`config.mk`:
```
export PLATFORM = sky130hd
export DESIGN_NAME = torque_off_fault_supervisor
export DESIGN_NICKNAME = d
export VERILOG_FILES = /design/src/torque_pkg.sv /design/src/input_filter.sv /design/src/span_timer.sv /design/src/torque_off_fault_supervisor.sv
export SDC_FILE = /design/constraint.sdc
export NUM_CORES = 1
export LEC_CHECK = 0
export ABC_AREA = 1
export BUFFER_PORTS_ARGS = -buffer_cell sky130_fd_sc_hd__buf_4
export CAP_MARGIN = 0
export CORE_MARGIN = 4
export CORE_UTILIZATION = 50
export DETAILED_ROUTE_END_ITERATION = 6
export GPL_TIMING_DRIVEN = 0
export PLACE_DENSITY = 0.68
export SETUP_SLACK_MARGIN = 0.3
export SLEW_MARGIN = 20
export SYNTH_ARGS = -nofsm -noshare
export SYNTH_HDL_FRONTEND = slang
export SYNTH_SLANG_ARGS = --single-unit
export TNS_END_PERCENT = 30
```
`constraint.sdc`:
```
create_clock -name ref_clk -period 6.9 [get_ports ref_clk]
set_clock_uncertainty 0.05 [all_clocks]
set_input_delay 1.035 -clock ref_clk [delete_from_list [all_inputs] [get_ports ref_clk]]
set_output_delay 1.035 -clock ref_clk [all_outputs]
set_load 0.01 [all_outputs]
```
`src/torque_pkg.sv`:
```
// Constants and types shared by the torque-off and fault supervisor.
// =====================================================================
// Contract
// - With supervision on, the stage is on only while both inputs are high.
// - A self-check at power-on and on each both-high entry must pass.
// - Either safety input low disables all motor outputs at once.
// - Both low stops quietly, one high stops with a fault, both high enables.
// - Supervision is off unless the jumper strap shows removed.
// - Supervision on makes inputs three and four the safety pair only; REG_GPIN still returns both pins with supervision on.
// - Current over the limit for 1 to 65000 ms (500 default) is a stall.
// - A short circuit stops the drive until a zero command arrives.
// - Power ramps zero to full over 100 to 65000 ms, 500 by default.
// - Voltage limits step in 0.1 V, 60 V over and 5 V under by default.
// - Stall limit steps in 0.1 A and defaults to the top of its range.
// - The power LED is on steadily from power-on.
// - Status flashes repeat every 2 s; pattern and colour give the state.
package torque_pkg;
   // =================================================================
   // Timing
   localparam int CLK_PERIOD_NS = 8;
   localparam int CYC_PER_MS = 1000000 / CLK_PERIOD_NS;
   localparam int DEBOUNCE_NS = 1000;
   localparam int DEBOUNCE_CYC =
      (DEBOUNCE_NS + CLK_PERIOD_NS - 1) / CLK_PERIOD_NS;
   localparam int CHECK_NS = 10000;
   localparam int CHECK_CYC = (CHECK_NS + CLK_PERIOD_NS - 1) / CLK_PERIOD_NS;
   localparam int LED_SLOT_MS = 250;
   localparam int PWR_FULL = 1000;
   // =================================================================
   // Register map
   localparam int ADR_W = 5;
   localparam logic [4:0] REG_CMD = 5'h00;
   localparam logic [4:0] REG_STALL_MS = 5'h04;
   localparam logic [4:0] REG_RAMP_MS = 5'h08;
   localparam logic [4:0] REG_OV_LIM = 5'h0c;
   localparam logic [4:0] REG_UV_LIM = 5'h10;
   localparam logic [4:0] REG_STALL_AMPS = 5'h14;
   localparam logic [4:0] REG_STATUS = 5'h18;
   localparam logic [4:0] REG_GPIN = 5'h1c;
   localparam logic [15:0] STALL_MS_RST = 16'h01f4;
   localparam logic [15:0] STALL_MS_MIN = 16'h0001;
   localparam logic [15:0] RAMP_MS_RST = 16'h01f4;
   localparam logic [15:0] RAMP_MS_MIN = 16'h0064;
   localparam logic [15:0] MS_MAX = 16'hfde8;
   localparam logic [15:0] OV_LIM_RST = 16'h0258;
   localparam logic [15:0] UV_LIM_RST = 16'h0032;
   localparam logic [15:0] STALL_AMPS_RST = 16'h012c;
   localparam logic [15:0] STALL_AMPS_MAX = 16'h012c;
   localparam logic [9:0] PWR_MAX = 10'h3e8;
   // =================================================================
   // Status bits
   localparam int ST_SUP = 0;
   localparam int ST_STAGE = 1;
   localparam int ST_PASS = 2;
   localparam int ST_MISMATCH = 3;
   localparam int ST_SHORT = 4;
   localparam int ST_STALL = 5;
   localparam int ST_OV = 6;
   localparam int ST_UV = 7;
   localparam int ST_FAIL = 8;
   // =================================================================
   // Flash patterns, one bit per 250 ms slot, first slot in bit 7
   localparam logic [7:0] LED_IDLE = 8'h80;
   localparam logic [7:0] LED_RUN = 8'ha0;
   localparam logic [7:0] LED_OFF_SAFE = 8'hc0;
   localparam logic [7:0] LED_MISMATCH = 8'haa;
   localparam logic [7:0] LED_SHORT = 8'h80;
   localparam logic [7:0] LED_STALL = 8'hc0;
   localparam logic [7:0] LED_VOLT = 8'he0;
   localparam logic [7:0] LED_CHKFAIL = 8'hf0;
   typedef enum logic [2:0] {
      CHK_WAIT = 3'b000,
      CHK_DRIVE = 3'b001,
      CHK_RELEASE = 3'b011,
      CHK_PASS = 3'b010,
      CHK_FAIL = 3'b110
   } chk_state_t;
endpackage : torque_pkg

```
`src/input_filter.sv`:
```
// Two-flop synchronizer and debounce filter for pin inputs.
`timescale 1ns/1ps
`default_nettype none
module input_filter #(
   parameter int W = 1,
   parameter int DB_CYC = 1
) (
   input wire logic ref_clk,
   input wire logic srst,
   input wire logic [W-1:0] raw_in,
   output logic [W-1:0] sync_out,
   output logic [W-1:0] clean_out
);
   localparam int CW = $clog2(DB_CYC + 1);
   logic [W-1:0] meta_ff;
   logic [W-1:0] sync_ff;
   // =================================================================
   // Synchronizer
   always_ff @(posedge ref_clk)
   begin
      if (srst)
      begin
         meta_ff <= '0;
         sync_ff <= '0;
      end
      else
      begin
         meta_ff <= raw_in;
         sync_ff <= meta_ff;
      end
   end
   assign sync_out = sync_ff;
   // =================================================================
   // Debounce: a level counts once it has stood DB_CYC cycles.
   for (genvar i = 0; i < W; i++)
   begin : g_bit
      logic [CW-1:0] cnt_ff;
      logic clean_ff;
      always_ff @(posedge ref_clk)
      begin
         if (srst)
         begin
            cnt_ff <= '0;
            clean_ff <= 1'b0;
         end
         else if (sync_ff[i] == clean_ff)
            cnt_ff <= '0;
         else if (cnt_ff == CW'(DB_CYC - 1))
         begin
            cnt_ff <= '0;
            clean_ff <= sync_ff[i];
         end
         else
            cnt_ff <= cnt_ff + 1'b1;
      end
      assign clean_out[i] = clean_ff;
   end
endmodule : input_filter
`default_nettype wire

```
`src/span_timer.sv`:
```
// Millisecond span timer that reports when a condition has held long enough.
`timescale 1ns/1ps
`default_nettype none
module span_timer (
   input wire logic ref_clk,
   input wire logic srst,
   input wire logic run,
   input wire logic ms_tick,
   input wire logic [15:0] limit_ms,
   output logic expired
);
   logic [15:0] ms_ff;
   logic expired_ff;
   // =================================================================
   // Only a continuous span counts; the first tick may come 1 ms early.
   always_ff @(posedge ref_clk)
   begin
      if (srst || !run)
         ms_ff <= '0;
      else if (ms_tick && ms_ff < limit_ms)
         ms_ff <= ms_ff + 16'h0001;
   end
   always_ff @(posedge ref_clk)
   begin
      if (srst)
         expired_ff <= 1'b0;
      else
         expired_ff <= run && (ms_ff >= limit_ms);
   end
   assign expired = expired_ff;
endmodule : span_timer
`default_nettype wire

```
`src/torque_off_fault_supervisor.sv`:
```
// Torque-off supervision, fault stops, power ramp and status LEDs.
//
// Design decisions made here: the Wishbone register port and the address map.
`timescale 1ns/1ps
`default_nettype none
module torque_off_fault_supervisor #(
   parameter int CYC_MS = torque_pkg::CYC_PER_MS
) (
   input wire logic ref_clk,
   input wire logic srst,
   input wire logic wb_cyc_i,
   input wire logic wb_stb_i,
   input wire logic wb_we_i,
   input wire logic [torque_pkg::ADR_W-1:0] wb_adr_i,
   input wire logic [3:0] wb_sel_i,
   input wire logic [31:0] wb_dat_i,
   output logic [31:0] wb_dat_o,
   output logic wb_ack_o,
   input wire logic general_input_three,
   input wire logic general_input_four,
   input wire logic jumper_removed,
   input wire logic short_detect,
   input wire logic self_test_sense,
   input wire logic [15:0] motor_current,
   input wire logic [15:0] bus_voltage,
   output logic stage_enable,
   output logic [9:0] applied_power,
   output logic self_test_drive,
   output logic power_led,
   output logic status_led_red,
   output logic status_led_green,
   output logic user_input_three,
   output logic user_input_four
);
   import torque_pkg::*;

   localparam int MSW = $clog2(CYC_MS);
   localparam int STEP_RAW = CYC_MS / PWR_FULL;
   localparam int STEP_CYC = (STEP_RAW < 1) ? 1 : STEP_RAW;
   localparam int CKW = $clog2(CHECK_CYC);

   // =================================================================
   // Helpers
   function automatic logic [15:0] wr16(input logic [15:0] old,
                                        input logic [31:0] dat,
                                        input logic [3:0] sel);
      logic [15:0] r;
      r = old;
      if (sel[0])
         r[7:0] = dat[7:0];
      if (sel[1])
         r[15:8] = dat[15:8];
      return r;
   endfunction : wr16

   function automatic logic [15:0] clamp16(input logic [15:0] v,
                                           input logic [15:0] lo,
                                           input logic [15:0] hi);
      logic [15:0] r;
      r = v;
      if (v < lo)
         r = lo;
      else if (v > hi)
         r = hi;
      return r;
   endfunction : clamp16

   // =================================================================
   // Pin inputs
   logic [4:0] pin_sync;
   logic [4:0] pin_clean;
   input_filter #(
      .W(5),
      .DB_CYC(DEBOUNCE_CYC)
   ) u_filter (
      .ref_clk(ref_clk),
      .srst(srst),
      .raw_in({self_test_sense, short_detect, jumper_removed,
               general_input_four, general_input_three}),
      .sync_out(pin_sync),
      .clean_out(pin_clean)
   );

   logic safe_a;
   logic safe_b;
   logic both_high;
   logic one_high;
   assign safe_a = pin_clean[0];
   assign safe_b = pin_clean[1];
   assign both_high = safe_a && safe_b;
   assign one_high = safe_a ^ safe_b;

   // =================================================================
   // Strap capture, a few cycles after reset once the synchronizer holds
   // a real pin level.
   logic [1:0] strap_cnt_ff;
   logic sup_en_ff;
   always_ff @(posedge ref_clk)
   begin
      if (srst)
      begin
         strap_cnt_ff <= 2'h0;
         sup_en_ff <= 1'b0;
      end
      else if (strap_cnt_ff != 2'h3)
      begin
         strap_cnt_ff <= strap_cnt_ff + 2'h1;
         if (strap_cnt_ff == 2'h2)
            sup_en_ff <= pin_sync[2];
      end
   end

   // =================================================================
   // Self-check: drive the test path, expect it to follow both ways.
   chk_state_t chk_ff;
   chk_state_t nxt_chk;
   logic [CKW-1:0] chk_cnt_ff;
   logic por_ff;
   logic both_prev_ff;
   logic phase_end;
   logic pair_rise;
   assign phase_end = (chk_cnt_ff == CKW'(CHECK_CYC - 1));
   assign pair_rise = both_high && !both_prev_ff;

   always_comb
   begin
      nxt_chk = chk_ff;
      case (chk_ff)
         CHK_WAIT:
            if (por_ff || pair_rise)
               nxt_chk = CHK_DRIVE;
         CHK_DRIVE:
            if (phase_end)
               nxt_chk = pin_sync[4] ? CHK_RELEASE : CHK_FAIL;
         CHK_RELEASE:
            if (phase_end)
               nxt_chk = pin_sync[4] ? CHK_FAIL : CHK_PASS;
         CHK_PASS:
            if (!both_high)
               nxt_chk = CHK_WAIT;
         CHK_FAIL:
            if (pair_rise)
               nxt_chk = CHK_DRIVE;
         default:
            nxt_chk = CHK_WAIT;
      endcase
   end

   always_ff @(posedge ref_clk)
   begin
      if (srst)
      begin
         chk_ff <= CHK_WAIT;
         chk_cnt_ff <= '0;
         por_ff <= 1'b1;
         both_prev_ff <= 1'b0;
      end
      else
      begin
         chk_ff <= nxt_chk;
         chk_cnt_ff <= (nxt_chk != chk_ff) ? '0 : chk_cnt_ff + 1'b1;
         if (chk_ff == CHK_DRIVE)
            por_ff <= 1'b0;
         both_prev_ff <= both_high;
      end
   end

   always_ff @(posedge ref_clk)
   begin
      if (srst)
         self_test_drive <= 1'b0;
      else
         self_test_drive <= (nxt_chk == CHK_DRIVE);
   end

   // =================================================================
   // Mismatch fault: held while exactly one input is high, released as
   // soon as the pair agrees; agreement high then reruns the check.
   logic mismatch_ff;
   always_ff @(posedge ref_clk)
   begin
      if (srst)
         mismatch_ff <= 1'b0;
      else if (one_high)
         mismatch_ff <= 1'b1;
      else
         mismatch_ff <= 1'b0;
   end

   // =================================================================
   // Configuration registers
   logic [9:0] cmd_ff;
   logic [15:0] stall_ms_ff;
   logic [15:0] ramp_ms_ff;
   logic [15:0] ov_lim_ff;
   logic [15:0] uv_lim_ff;
   logic [15:0] stall_amps_ff;
   logic ack_ff;
   logic wb_req;
   logic wb_wr;
   logic [15:0] cmd_wide;
   assign wb_req = wb_cyc_i && wb_stb_i && !ack_ff;
   assign wb_wr = wb_req && wb_we_i;
   assign cmd_wide = wr16({6'h00, cmd_ff}, wb_dat_i, wb_sel_i);

   always_ff @(posedge ref_clk)
   begin
      if (srst)
      begin
         cmd_ff <= 10'h000;
         stall_ms_ff <= STALL_MS_RST;
         ramp_ms_ff <= RAMP_MS_RST;
         ov_lim_ff <= OV_LIM_RST;
         uv_lim_ff <= UV_LIM_RST;
         stall_amps_ff <= STALL_AMPS_RST;
      end
      else if (wb_wr)
      begin
         case (wb_adr_i)
            REG_CMD:
               cmd_ff <= 10'(clamp16(cmd_wide, 16'h0000,
                                 {6'h00, PWR_MAX}));
            REG_STALL_MS:
               stall_ms_ff <= clamp16(wr16(stall_ms_ff, wb_dat_i,
                  wb_sel_i), STALL_MS_MIN, MS_MAX);
            REG_RAMP_MS:
               ramp_ms_ff <= clamp16(wr16(ramp_ms_ff, wb_dat_i,
                  wb_sel_i), RAMP_MS_MIN, MS_MAX);
            REG_OV_LIM:
               ov_lim_ff <= wr16(ov_lim_ff, wb_dat_i, wb_sel_i);
            REG_UV_LIM:
               uv_lim_ff <= wr16(uv_lim_ff, wb_dat_i, wb_sel_i);
            REG_STALL_AMPS:
               stall_amps_ff <= clamp16(wr16(stall_amps_ff, wb_dat_i,
                  wb_sel_i), 16'h0000, STALL_AMPS_MAX);
            default:
               cmd_ff <= cmd_ff;
         endcase
      end
   end

   // =================================================================
   // Millisecond tick shared by the stall timer and the LED
   logic [MSW-1:0] ms_cnt_ff;
   logic ms_tick;
   assign ms_tick = (ms_cnt_ff == MSW'(CYC_MS - 1));
   always_ff @(posedge ref_clk)
   begin
      if (srst || ms_tick)
         ms_cnt_ff <= '0;
      else
         ms_cnt_ff <= ms_cnt_ff + 1'b1;
   end

   // =================================================================
   // Fault stops
   logic over_volt;
   logic under_volt;
   logic stall_run;
   logic stall_hit;
   logic short_lock_ff;
   logic stall_lock_ff;
   logic drive_on;
   assign over_volt = bus_voltage > ov_lim_ff;
   assign under_volt = bus_voltage < uv_lim_ff;
   assign stall_run = drive_on && (motor_current > stall_amps_ff);

   span_timer u_stall (
      .ref_clk(ref_clk),
      .srst(srst),
      .run(stall_run),
      .ms_tick(ms_tick),
      .limit_ms(stall_ms_ff),
      .expired(stall_hit)
   );

   // A new fault in the same cycle as a zero command wins over release.
   always_ff @(posedge ref_clk)
   begin
      if (srst)
      begin
         short_lock_ff <= 1'b0;
         stall_lock_ff <= 1'b0;
      end
      else
      begin
         if (pin_sync[3])
            short_lock_ff <= 1'b1;
         else if (cmd_ff == 10'h000)
            short_lock_ff <= 1'b0;
         if (stall_hit)
            stall_lock_ff <= 1'b1;
         else if (cmd_ff == 10'h000)
            stall_lock_ff <= 1'b0;
      end
   end

   // =================================================================
   // Stage enable. The off path reads the synchronized pins directly,
   // skipping the debounce delay; only turning on waits for the filter.
   logic fast_off;
   logic sto_ok;
   assign fast_off = sup_en_ff && !(pin_sync[0] && pin_sync[1]);
   assign sto_ok = !sup_en_ff || (both_high && chk_ff == CHK_PASS);
   assign drive_on = sto_ok && !fast_off && !short_lock_ff &&
                     !pin_sync[3] && !stall_lock_ff &&
                     !over_volt && !under_volt;
   assign stage_enable = drive_on;

   // =================================================================
   // Power ramp: one unit of PWR_FULL per ramp_ms * STEP_CYC cycles.
   logic [9:0] pwr_ff;
   logic [23:0] ramp_cnt_ff;
   logic [23:0] step_lim;
   assign step_lim = 24'(ramp_ms_ff * STEP_CYC);
   always_ff @(posedge ref_clk)
   begin
      if (srst || !drive_on)
      begin
         pwr_ff <= 10'h000;
         ramp_cnt_ff <= 24'h000000;
      end
      else if (pwr_ff == cmd_ff)
         ramp_cnt_ff <= 24'h000000;
      else if (ramp_cnt_ff >= step_lim - 24'h000001)
      begin
         ramp_cnt_ff <= 24'h000000;
         if (pwr_ff < cmd_ff)
            pwr_ff <= pwr_ff + 10'h001;
         else
            pwr_ff <= pwr_ff - 10'h001;
      end
      else
         ramp_cnt_ff <= ramp_cnt_ff + 24'h000001;
   end
   assign applied_power = pwr_ff;

   // =================================================================
   // General inputs seen by the rest of the controller
   always_ff @(posedge ref_clk)
   begin
      if (srst)
      begin
         user_input_three <= 1'b0;
         user_input_four <= 1'b0;
      end
      else
      begin
         user_input_three <= !sup_en_ff && safe_a;
         user_input_four <= !sup_en_ff && safe_b;
      end
   end

   // =================================================================
   // LEDs: eight 250 ms slots make one two-second flash cycle.
   logic [7:0] slot_ms_ff;
   logic [2:0] slot_ff;
   logic [7:0] pattern;
   logic fault_any;
   assign fault_any = (sup_en_ff && (mismatch_ff || chk_ff == CHK_FAIL))
                      || short_lock_ff || stall_lock_ff
                      || over_volt || under_volt;

   always_comb
   begin
      if (sup_en_ff && mismatch_ff)
         pattern = LED_MISMATCH;
      else if (sup_en_ff && chk_ff == CHK_FAIL)
         pattern = LED_CHKFAIL;
      else if (short_lock_ff)
         pattern = LED_SHORT;
      else if (stall_lock_ff)
         pattern = LED_STALL;
      else if (over_volt || under_volt)
         pattern = LED_VOLT;
      else if (fast_off)
         pattern = LED_OFF_SAFE;
      else if (pwr_ff != 10'h000)
         pattern = LED_RUN;
      else
         pattern = LED_IDLE;
   end

   always_ff @(posedge ref_clk)
   begin
      if (srst)
      begin
         slot_ms_ff <= 8'h00;
         slot_ff <= 3'h0;
         power_led <= 1'b0;
         status_led_red <= 1'b0;
         status_led_green <= 1'b0;
      end
      else
      begin
         power_led <= 1'b1;
         if (ms_tick)
         begin
            if (slot_ms_ff == 8'(LED_SLOT_MS - 1))
            begin
               slot_ms_ff <= 8'h00;
               slot_ff <= slot_ff + 3'h1;
            end
            else
               slot_ms_ff <= slot_ms_ff + 8'h01;
         end
         status_led_red <= fault_any && pattern[3'h7 - slot_ff];
         status_led_green <= !fault_any && pattern[3'h7 - slot_ff];
      end
   end

   // =================================================================
   // Wishbone slave: ack one cycle after the request, reads registered.
   logic [15:0] status_word;
   always_comb
   begin
      status_word = 16'h0000;
      status_word[ST_SUP] = sup_en_ff;
      status_word[ST_STAGE] = drive_on;
      status_word[ST_PASS] = (chk_ff == CHK_PASS);
      status_word[ST_MISMATCH] = mismatch_ff;
      status_word[ST_SHORT] = short_lock_ff;
      status_word[ST_STALL] = stall_lock_ff;
      status_word[ST_OV] = over_volt;
      status_word[ST_UV] = under_volt;
      status_word[ST_FAIL] = (chk_ff == CHK_FAIL);
   end

   always_ff @(posedge ref_clk)
   begin
      if (srst)
      begin
         ack_ff <= 1'b0;
         wb_dat_o <= 32'h00000000;
      end
      else
      begin
         ack_ff <= wb_req;
         if (wb_req && !wb_we_i)
         begin
            case (wb_adr_i)
               REG_CMD: wb_dat_o <= {22'h000000, cmd_ff};
               REG_STALL_MS: wb_dat_o <= {16'h0000, stall_ms_ff};
               REG_RAMP_MS: wb_dat_o <= {16'h0000, ramp_ms_ff};
               REG_OV_LIM: wb_dat_o <= {16'h0000, ov_lim_ff};
               REG_UV_LIM: wb_dat_o <= {16'h0000, uv_lim_ff};
               REG_STALL_AMPS: wb_dat_o <= {16'h0000, stall_amps_ff};
               REG_STATUS: wb_dat_o <= {6'h00, pwr_ff, status_word};
               REG_GPIN: wb_dat_o <= {30'h00000000, safe_b, safe_a};
               default: wb_dat_o <= 32'h00000000;
            endcase
         end
      end
   end
   assign wb_ack_o = ack_ff;
endmodule : torque_off_fault_supervisor
`default_nettype wire

```
---- Yosys cells after proc, flatten, opt, wreduce, memory -nomap -nowiden ----
Cells that the tools add are included.
cells by class
  add/sub/neg operators ................... 13
  multiply operators ...................... 1
  divide/modulo/power cells ............... 0
  order comparisons ....................... 16
  eq/ne operators ......................... 23
  shift operators ......................... 0
  muxes and demuxes ....................... 59
  bitwise logic cells ..................... 4
  reductions and logical operators ........ 73
operators by type and width
  operator               count
  $mux 8                 27
  $pmux 26 s8            1
  $mux 16                6
  $lt 16x1->1 const B    3
  $mux 7                 6
  $gt 16x16->1           2
  $gt 16x16->1 const B   2
  $lt 16x16->1           2
  $mux 10                3
  $logic_and 1x1->1      25
  $add 24x1->24 const B  1
  $ge 24x24->1           1
  $sub 23x1->24 const B  1
  $mul 16x7->23 const B  1
  $mux 3                 7
  $eq 5x5->1 const B     4
  $reduce_and 2->1       9
  $add 17x1->17 const B  1
  $eq 17x17->1 const B   1
  $add 16x1->16 const B  1
  $ge 16x16->1           1
  $gt 16x10->1 const B   1
  $gt 16x9->1 const B    1
  $lt 16x7->1 const B    1
  39 further kinds       81
storage, ports and cells
  register bits after elaboration ......... 256
  bits in latches ......................... 0
  bits in writable memories ............... 0
  ROM bits ................................ 0
  input port bits ......................... 83
  output and inout port bits .............. 50
  word-level logic and storage cells ...... 227
  memories ................................ 0

---- Logic depth before layout (Yosys ltp) ----
  depth after elaboration ................. 13
  mapped depth ............................ 27
  mapped depth without buffers ............ 27

---- Modules after synthesis ----
From an unflattened synthesis, not the netlist that was laid out.
second synthesis, totals
  cell total of the unflattened synthesis .. 2582
  area total of the unflattened synthesis .. 18913.1 µm²
modules (own cells, without submodules)
  module                       times used  cells an instance  area an instance (µm²)  sequential area each (µm²)
  torque_off_fault_supervisor  1           2044               15084.5                 4144.0
  input_filter                 1           299                2274.7                  1001.0
  span_timer                   1           239                1554.0                  340.3

---- Least setup slack after synthesis ----
No wires, ideal clock.
  path type ............................... flip-flop to flip-flop
  start point ............................. register ramp_ms_ff[3]
  end point ............................... register pwr_ff[3] (netlist: applied_power[3])
  setup time .............................. 0.116 ns
  arrival time ............................ 5.215 ns
  data required time ...................... 6.734 ns
  path slack .............................. 1.519 ns
  stages on the path, launching flop included .. 27
  path buffers ............................ 1
  period minus slack after synthesis ...... 5.381 ns
  cell sequence ........................... dfxtp_1 > inv_1 > fa_1 > inv_1 > fa_1 > fa_1 > inv_1 > fa_1 > inv_1 > ha_1 > nand2_1 > o21ai_0 > a21oi_1 > o21ai_0 > nand3_1 > nand2_1 > a21oi_1 > xor2_1 > ha_1 > nand2_1 > nor3_1 > o21ai_0 > nand4_1 > nand2_1 > clkbuf_1 > o21ai_0 > nor2_1
between the ends
  longest elaborated chain between the ends .. 4
ends and longest elaborated chain
  item                               RTL line                            source
  from (decl)                        torque_off_fault_supervisor.sv:194  logic [15:0] ramp_ms_ff;
  from (signal assigned)             torque_off_fault_supervisor.sv:227  ramp_ms_ff <= clamp16(wr16(ramp_ms_ff, wb_dat_i,
  $mul 16x7->23                      torque_off_fault_supervisor.sv:315  assign step_lim = 24'(ramp_ms_ff * STEP_CYC);
  $sub 23x1->24                      torque_off_fault_supervisor.sv:325  else if (ramp_cnt_ff >= step_lim - 24'h000001)
  $ge 24x24->1                       torque_off_fault_supervisor.sv:325
  $reduce_and 2->1 (no source line)  --
  to (signal assigned)               torque_off_fault_supervisor.sv:329  pwr_ff <= pwr_ff + 10'h001;
  to (signal assigned)               torque_off_fault_supervisor.sv:331  pwr_ff <= pwr_ff - 10'h001;
  to (decl)                          torque_off_fault_supervisor.sv:312  logic [9:0] pwr_ff;
No other way between the ends.
A chain may end at the register's enable or synchronous reset.

---- Worst setup path in the final report ----
  start point ............................. register ramp_ms_ff[0]
  end point ............................... register pwr_ff[7] (netlist: applied_power[7])
The elaborated chain is that of the path after synthesis.

==> impl_metrics.csv <==
group,metric,value,unit
status,outcome,"finished, violations left",
status,violations,"DRC",
synth,synth_edf_count,0,
floorplanning,die_h,194,um
timing,setup_violations,0,
clock_tree,cts_max_path_buffers,3,
clock_tree,cts_tree,"done",
synth,yosysSeqAreaShare,28.8,%
setup_path,critPathSlowestCell,"fa_1",
clock_tree,cts-buffers-inserted,30,
floorplanning,rows,68,
routing,drc_errors,9,
timing,max_slew.worst_pin.slew,0.957,ns
timing,rsz0062_at_grt,"no",
placed_design,dp_hpwl,40.2,mm
clock_tree,htree_levels,1,
setup_path,cp_max_fo,10,
routing,wl_per_cell,17.3,um
cells_and_area,final_layout_size_suffix_gt1_share,11.4,%
pwr,p_leak,0.00876,uW
synth,netlist_area,17400,um2
synth,ys_warn_count,0,
cells_and_area,antenna_cells,0,
floorplanning,start_util,50.5,%
floorplanning,die_area,37800,um2
grt,gr-total-overflow,0,
synth,synth_most_common_cell,"inv_1",
setup_path,max_stage_delay,0.55,ns
timing,fin_crit_sh,89.9,%
floorplanning,die_w,194,um
placed_design,place_ws,0.513,ns
timing,final_hold_viol_count,0,
grt,grt_start_max_net_pins,16,
setup_path,end_kind,"register",
cells_and_area,fillers,3248,
synth,synth-seq-cells,250,
setup_path,worstPathArrival,6.62,ns
timing,final-max-slew-violation-count,0,
placed_design,io_buffers,106,
pwr,p_total,3680,uW
floorplanning,coreArea,34500,um2
timing,worst_slack,0.698,ns
routing,ant_nets,0,
pwr,powerDensity,184,nW/um2
worst_hold_path,hold_class,"reg2reg",
synth,synth_common_cells,"inv_1, nand2_1, dfxtp_1",
cells_and_area,syn_to_final_growth,15.2,%
grt,grt_use_total,26.1,%
clock_tree,clkTransAtPathRegs,0.06,ns
synth,syn_inst,2328,
setup_path,crit_type,"reg2reg",
synth,synth_ff_type,"dfxtp_1",
synth,syn_avg_cell_area,7.47,um2
clock_tree,clk_latency,0.59,ns
clock_tree,root_buffer,"clkbuf_16",
run,cap_viol_max_count,0,
grt,grt_pass1_vias,15600,
timing,worst_hold_slack,0.353,ns
setup_path,crit_family,"adder cells",
grt,grt_pass1_wl,81.1,mm
cells_and_area,fin_nets,2800,
setup_path,critPathRequiredTime,7.31,ns
timing,fmax,0.161,GHz
routing,wl,51.0,mm
routing,first_pass_iters,7,
grt,antenna_found_initial,0,
floorplanning,ios,133,
routing,via_per_inst,5.51,
synth,synthTopCellsByArea,"dfxtp_1, ha_1, inv_1",
clock_tree,clock-sinks,250,
clock_tree,cts_hold_buf,0,
synth,ys_types,60,
timing,finalSetupTns,0,ns
placed_design,routabilityCongestion,0.969,
setup_path,crit_buf_inv,5,
synth,synth-async-reset-ratio,0,%
setup_path,start_kind,"register",
timing,period_needed,6.20,ns
synth,yosysTopAreaCell,"dfxtp_1",
routing,initialDrtViolationCount,1272,
routing,vias,16300,
timing,maxSlewHeadroom,36.2,%
pwr,max-vdd-ir-drop,0.197,mV
synth,synth_top_area_share,28.8,%
==> final timing paths <==
check	startpoint	endpoint	slack, ns	cells past startpoint
worst max-delay path	ramp_ms_ff[0]$_SDFFE_PP0P_	applied_power[7]$_SDFFE_PP0P_	0.70	26
worst min-delay path	u_filter.meta_ff[1]$_SDFF_PP0_	u_filter.sync_out[1]$_SDFF_PP0_	0.35	2
worst max register to register	ramp_ms_ff[0]$_SDFFE_PP0P_	applied_power[7]$_SDFFE_PP0P_	0.70	26
worst min register to register	u_filter.meta_ff[1]$_SDFF_PP0_	u_filter.sync_out[1]$_SDFF_PP0_	0.35	2
==> report_power, final <==
| group | internal [uW] | switching [uW] | total, uW |
|---|---|---|---|
| registers | 1460 | 8.59 | 1460 |
| clock network | 1190 | 697 | 1890 |
| logic | 115 | 212 | 327 |
| total | 2760 | 918 | 3680 |
==> worst register-to-register path: cells and delay by family, from the launching register on <==
family / cells / cell delay [ns]
compound gates: 8 / 1.57
fa+ha+maj: 5 / 2.18
buf+inv: 5 / 0.64
simple gates: 5 / 0.72
xor+xnor: 3 / 0.52
flops: 1 / 0.43
==> state kept, by name, indices dropped and copies added, names as in the netlist, 3 cells and up <==
register               cells
wb_dat_o                  26
ramp_cnt_ff               24
ms_cnt_ff                 17
ov_lim_ff                 16
ramp_ms_ff                16
stall_amps_ff             16
stall_ms_ff               16
u_stall.ms_ff             16
uv_lim_ff                 16
u_filter.g_bit.cnt_ff     14
chk_cnt_ff                11
applied_power             10
cmd_ff                    10
slot_ms_ff                 8
u_filter.meta_ff           5
u_filter.sync_out          5
chk_ff                     3
slot_ff                    3
==> repair_timing <==
action | CTS | global route
hold endpoints to repair | 0 | 0
buffers inserted | 0 | 2
endpoints found under the setup margin | 0 | 30
resized for setup | 0 | 16
==> per-layer routing <==
layer / wire, um / up-vias / share of wire, % / track usage, %
li1: - / 7969 / - / -
met1: 21500 / 7581 / 42 / 33.5
met2: 23800 / 593 / 47 / 44.6
met3: 3500 / 135 / 6.9 / 4.19
met4: 2140 / 0 / 4.2 / 9.40
met5: 0 / - / 0 / 0
==> cell type report <==
cell class | instances | area (um2) | share of cell area, %
Inverter | 412 | 1560 | 7.76
Tap cell | 455 | 569 | 2.84
Sequential cell | 250 | 5010 | 25.0
Buffer | 57 | 302 | 1.50
Timing Repair Buffer | 108 | 811 | 4.05
Clock buffer | 31 | 764 | 3.81
Clock inverter | 25 | 439 | 2.19
Multi-Input combinational cell | 1614 | 10600 | 52.8
Timing Repair inverter | 1 | 7.51 | 0.0375
==> cell families (layout without fill, tap and decap cells) <==
kind of cell / Yosys count / after routing / synth area share (%)
buffers and inverters: 469 / 634 / 10.6
DFF: 250 / 250 / 28.8
other: 1 / 6 / 0.0216
xor gates and xnor gates: 72 / 72 / 3.63
adders and majority gates: 243 / 243 / 19.9
and+or+nand+nor: 799 / 799 / 20.9
AOI/OAI and AO/OA: 494 / 494 / 16.1
==> stage by stage <==
| step | utilization, % | instances | area, um2 |
|---|---|---|---|
| 6_report | 58.2 | 2953 | 20000 |
| 5_1_grt | 58.2 | 2953 | 20000 |
| 4_1_cts | 58.0 | 2950 | 20000 |
| 3_5_place_dp | 54.5 | 2894 | 18800 |
| 3_3_place_gp | 54.5 | 2894 | 18800 |
| 2_1_floorplan | - | 2333 | 17400 |
==> placed cells by master (no fill, tap or decap), types with 7 or more instances in the layout <==
cell and count:
clkbuf_1 27, dfxtp_1 248, clkinvlp_4 9, ha_1 186
nor2_4 7, nand3_2 8, buf_2 15, o21ai_1 31
xnor2_1 26, o211a_1 7, nand2_2 10, xor2_1 46
o211ai_1 24, o21a_1 10, nand2_1 349, nand4_1 45
nand3_1 73, o21ai_0 118, clkbuf_16 30, bufinv_16 10
nor2_2 23, o221ai_1 7, o22ai_1 30, buf_4 115
nor4_1 13, inv_1 390, nor3_1 55, o31ai_1 7
inv_2 15, nor2_1 187, fa_1 57, a21oi_1 218
Note: power is estimated with default switching activity, not from simulation.
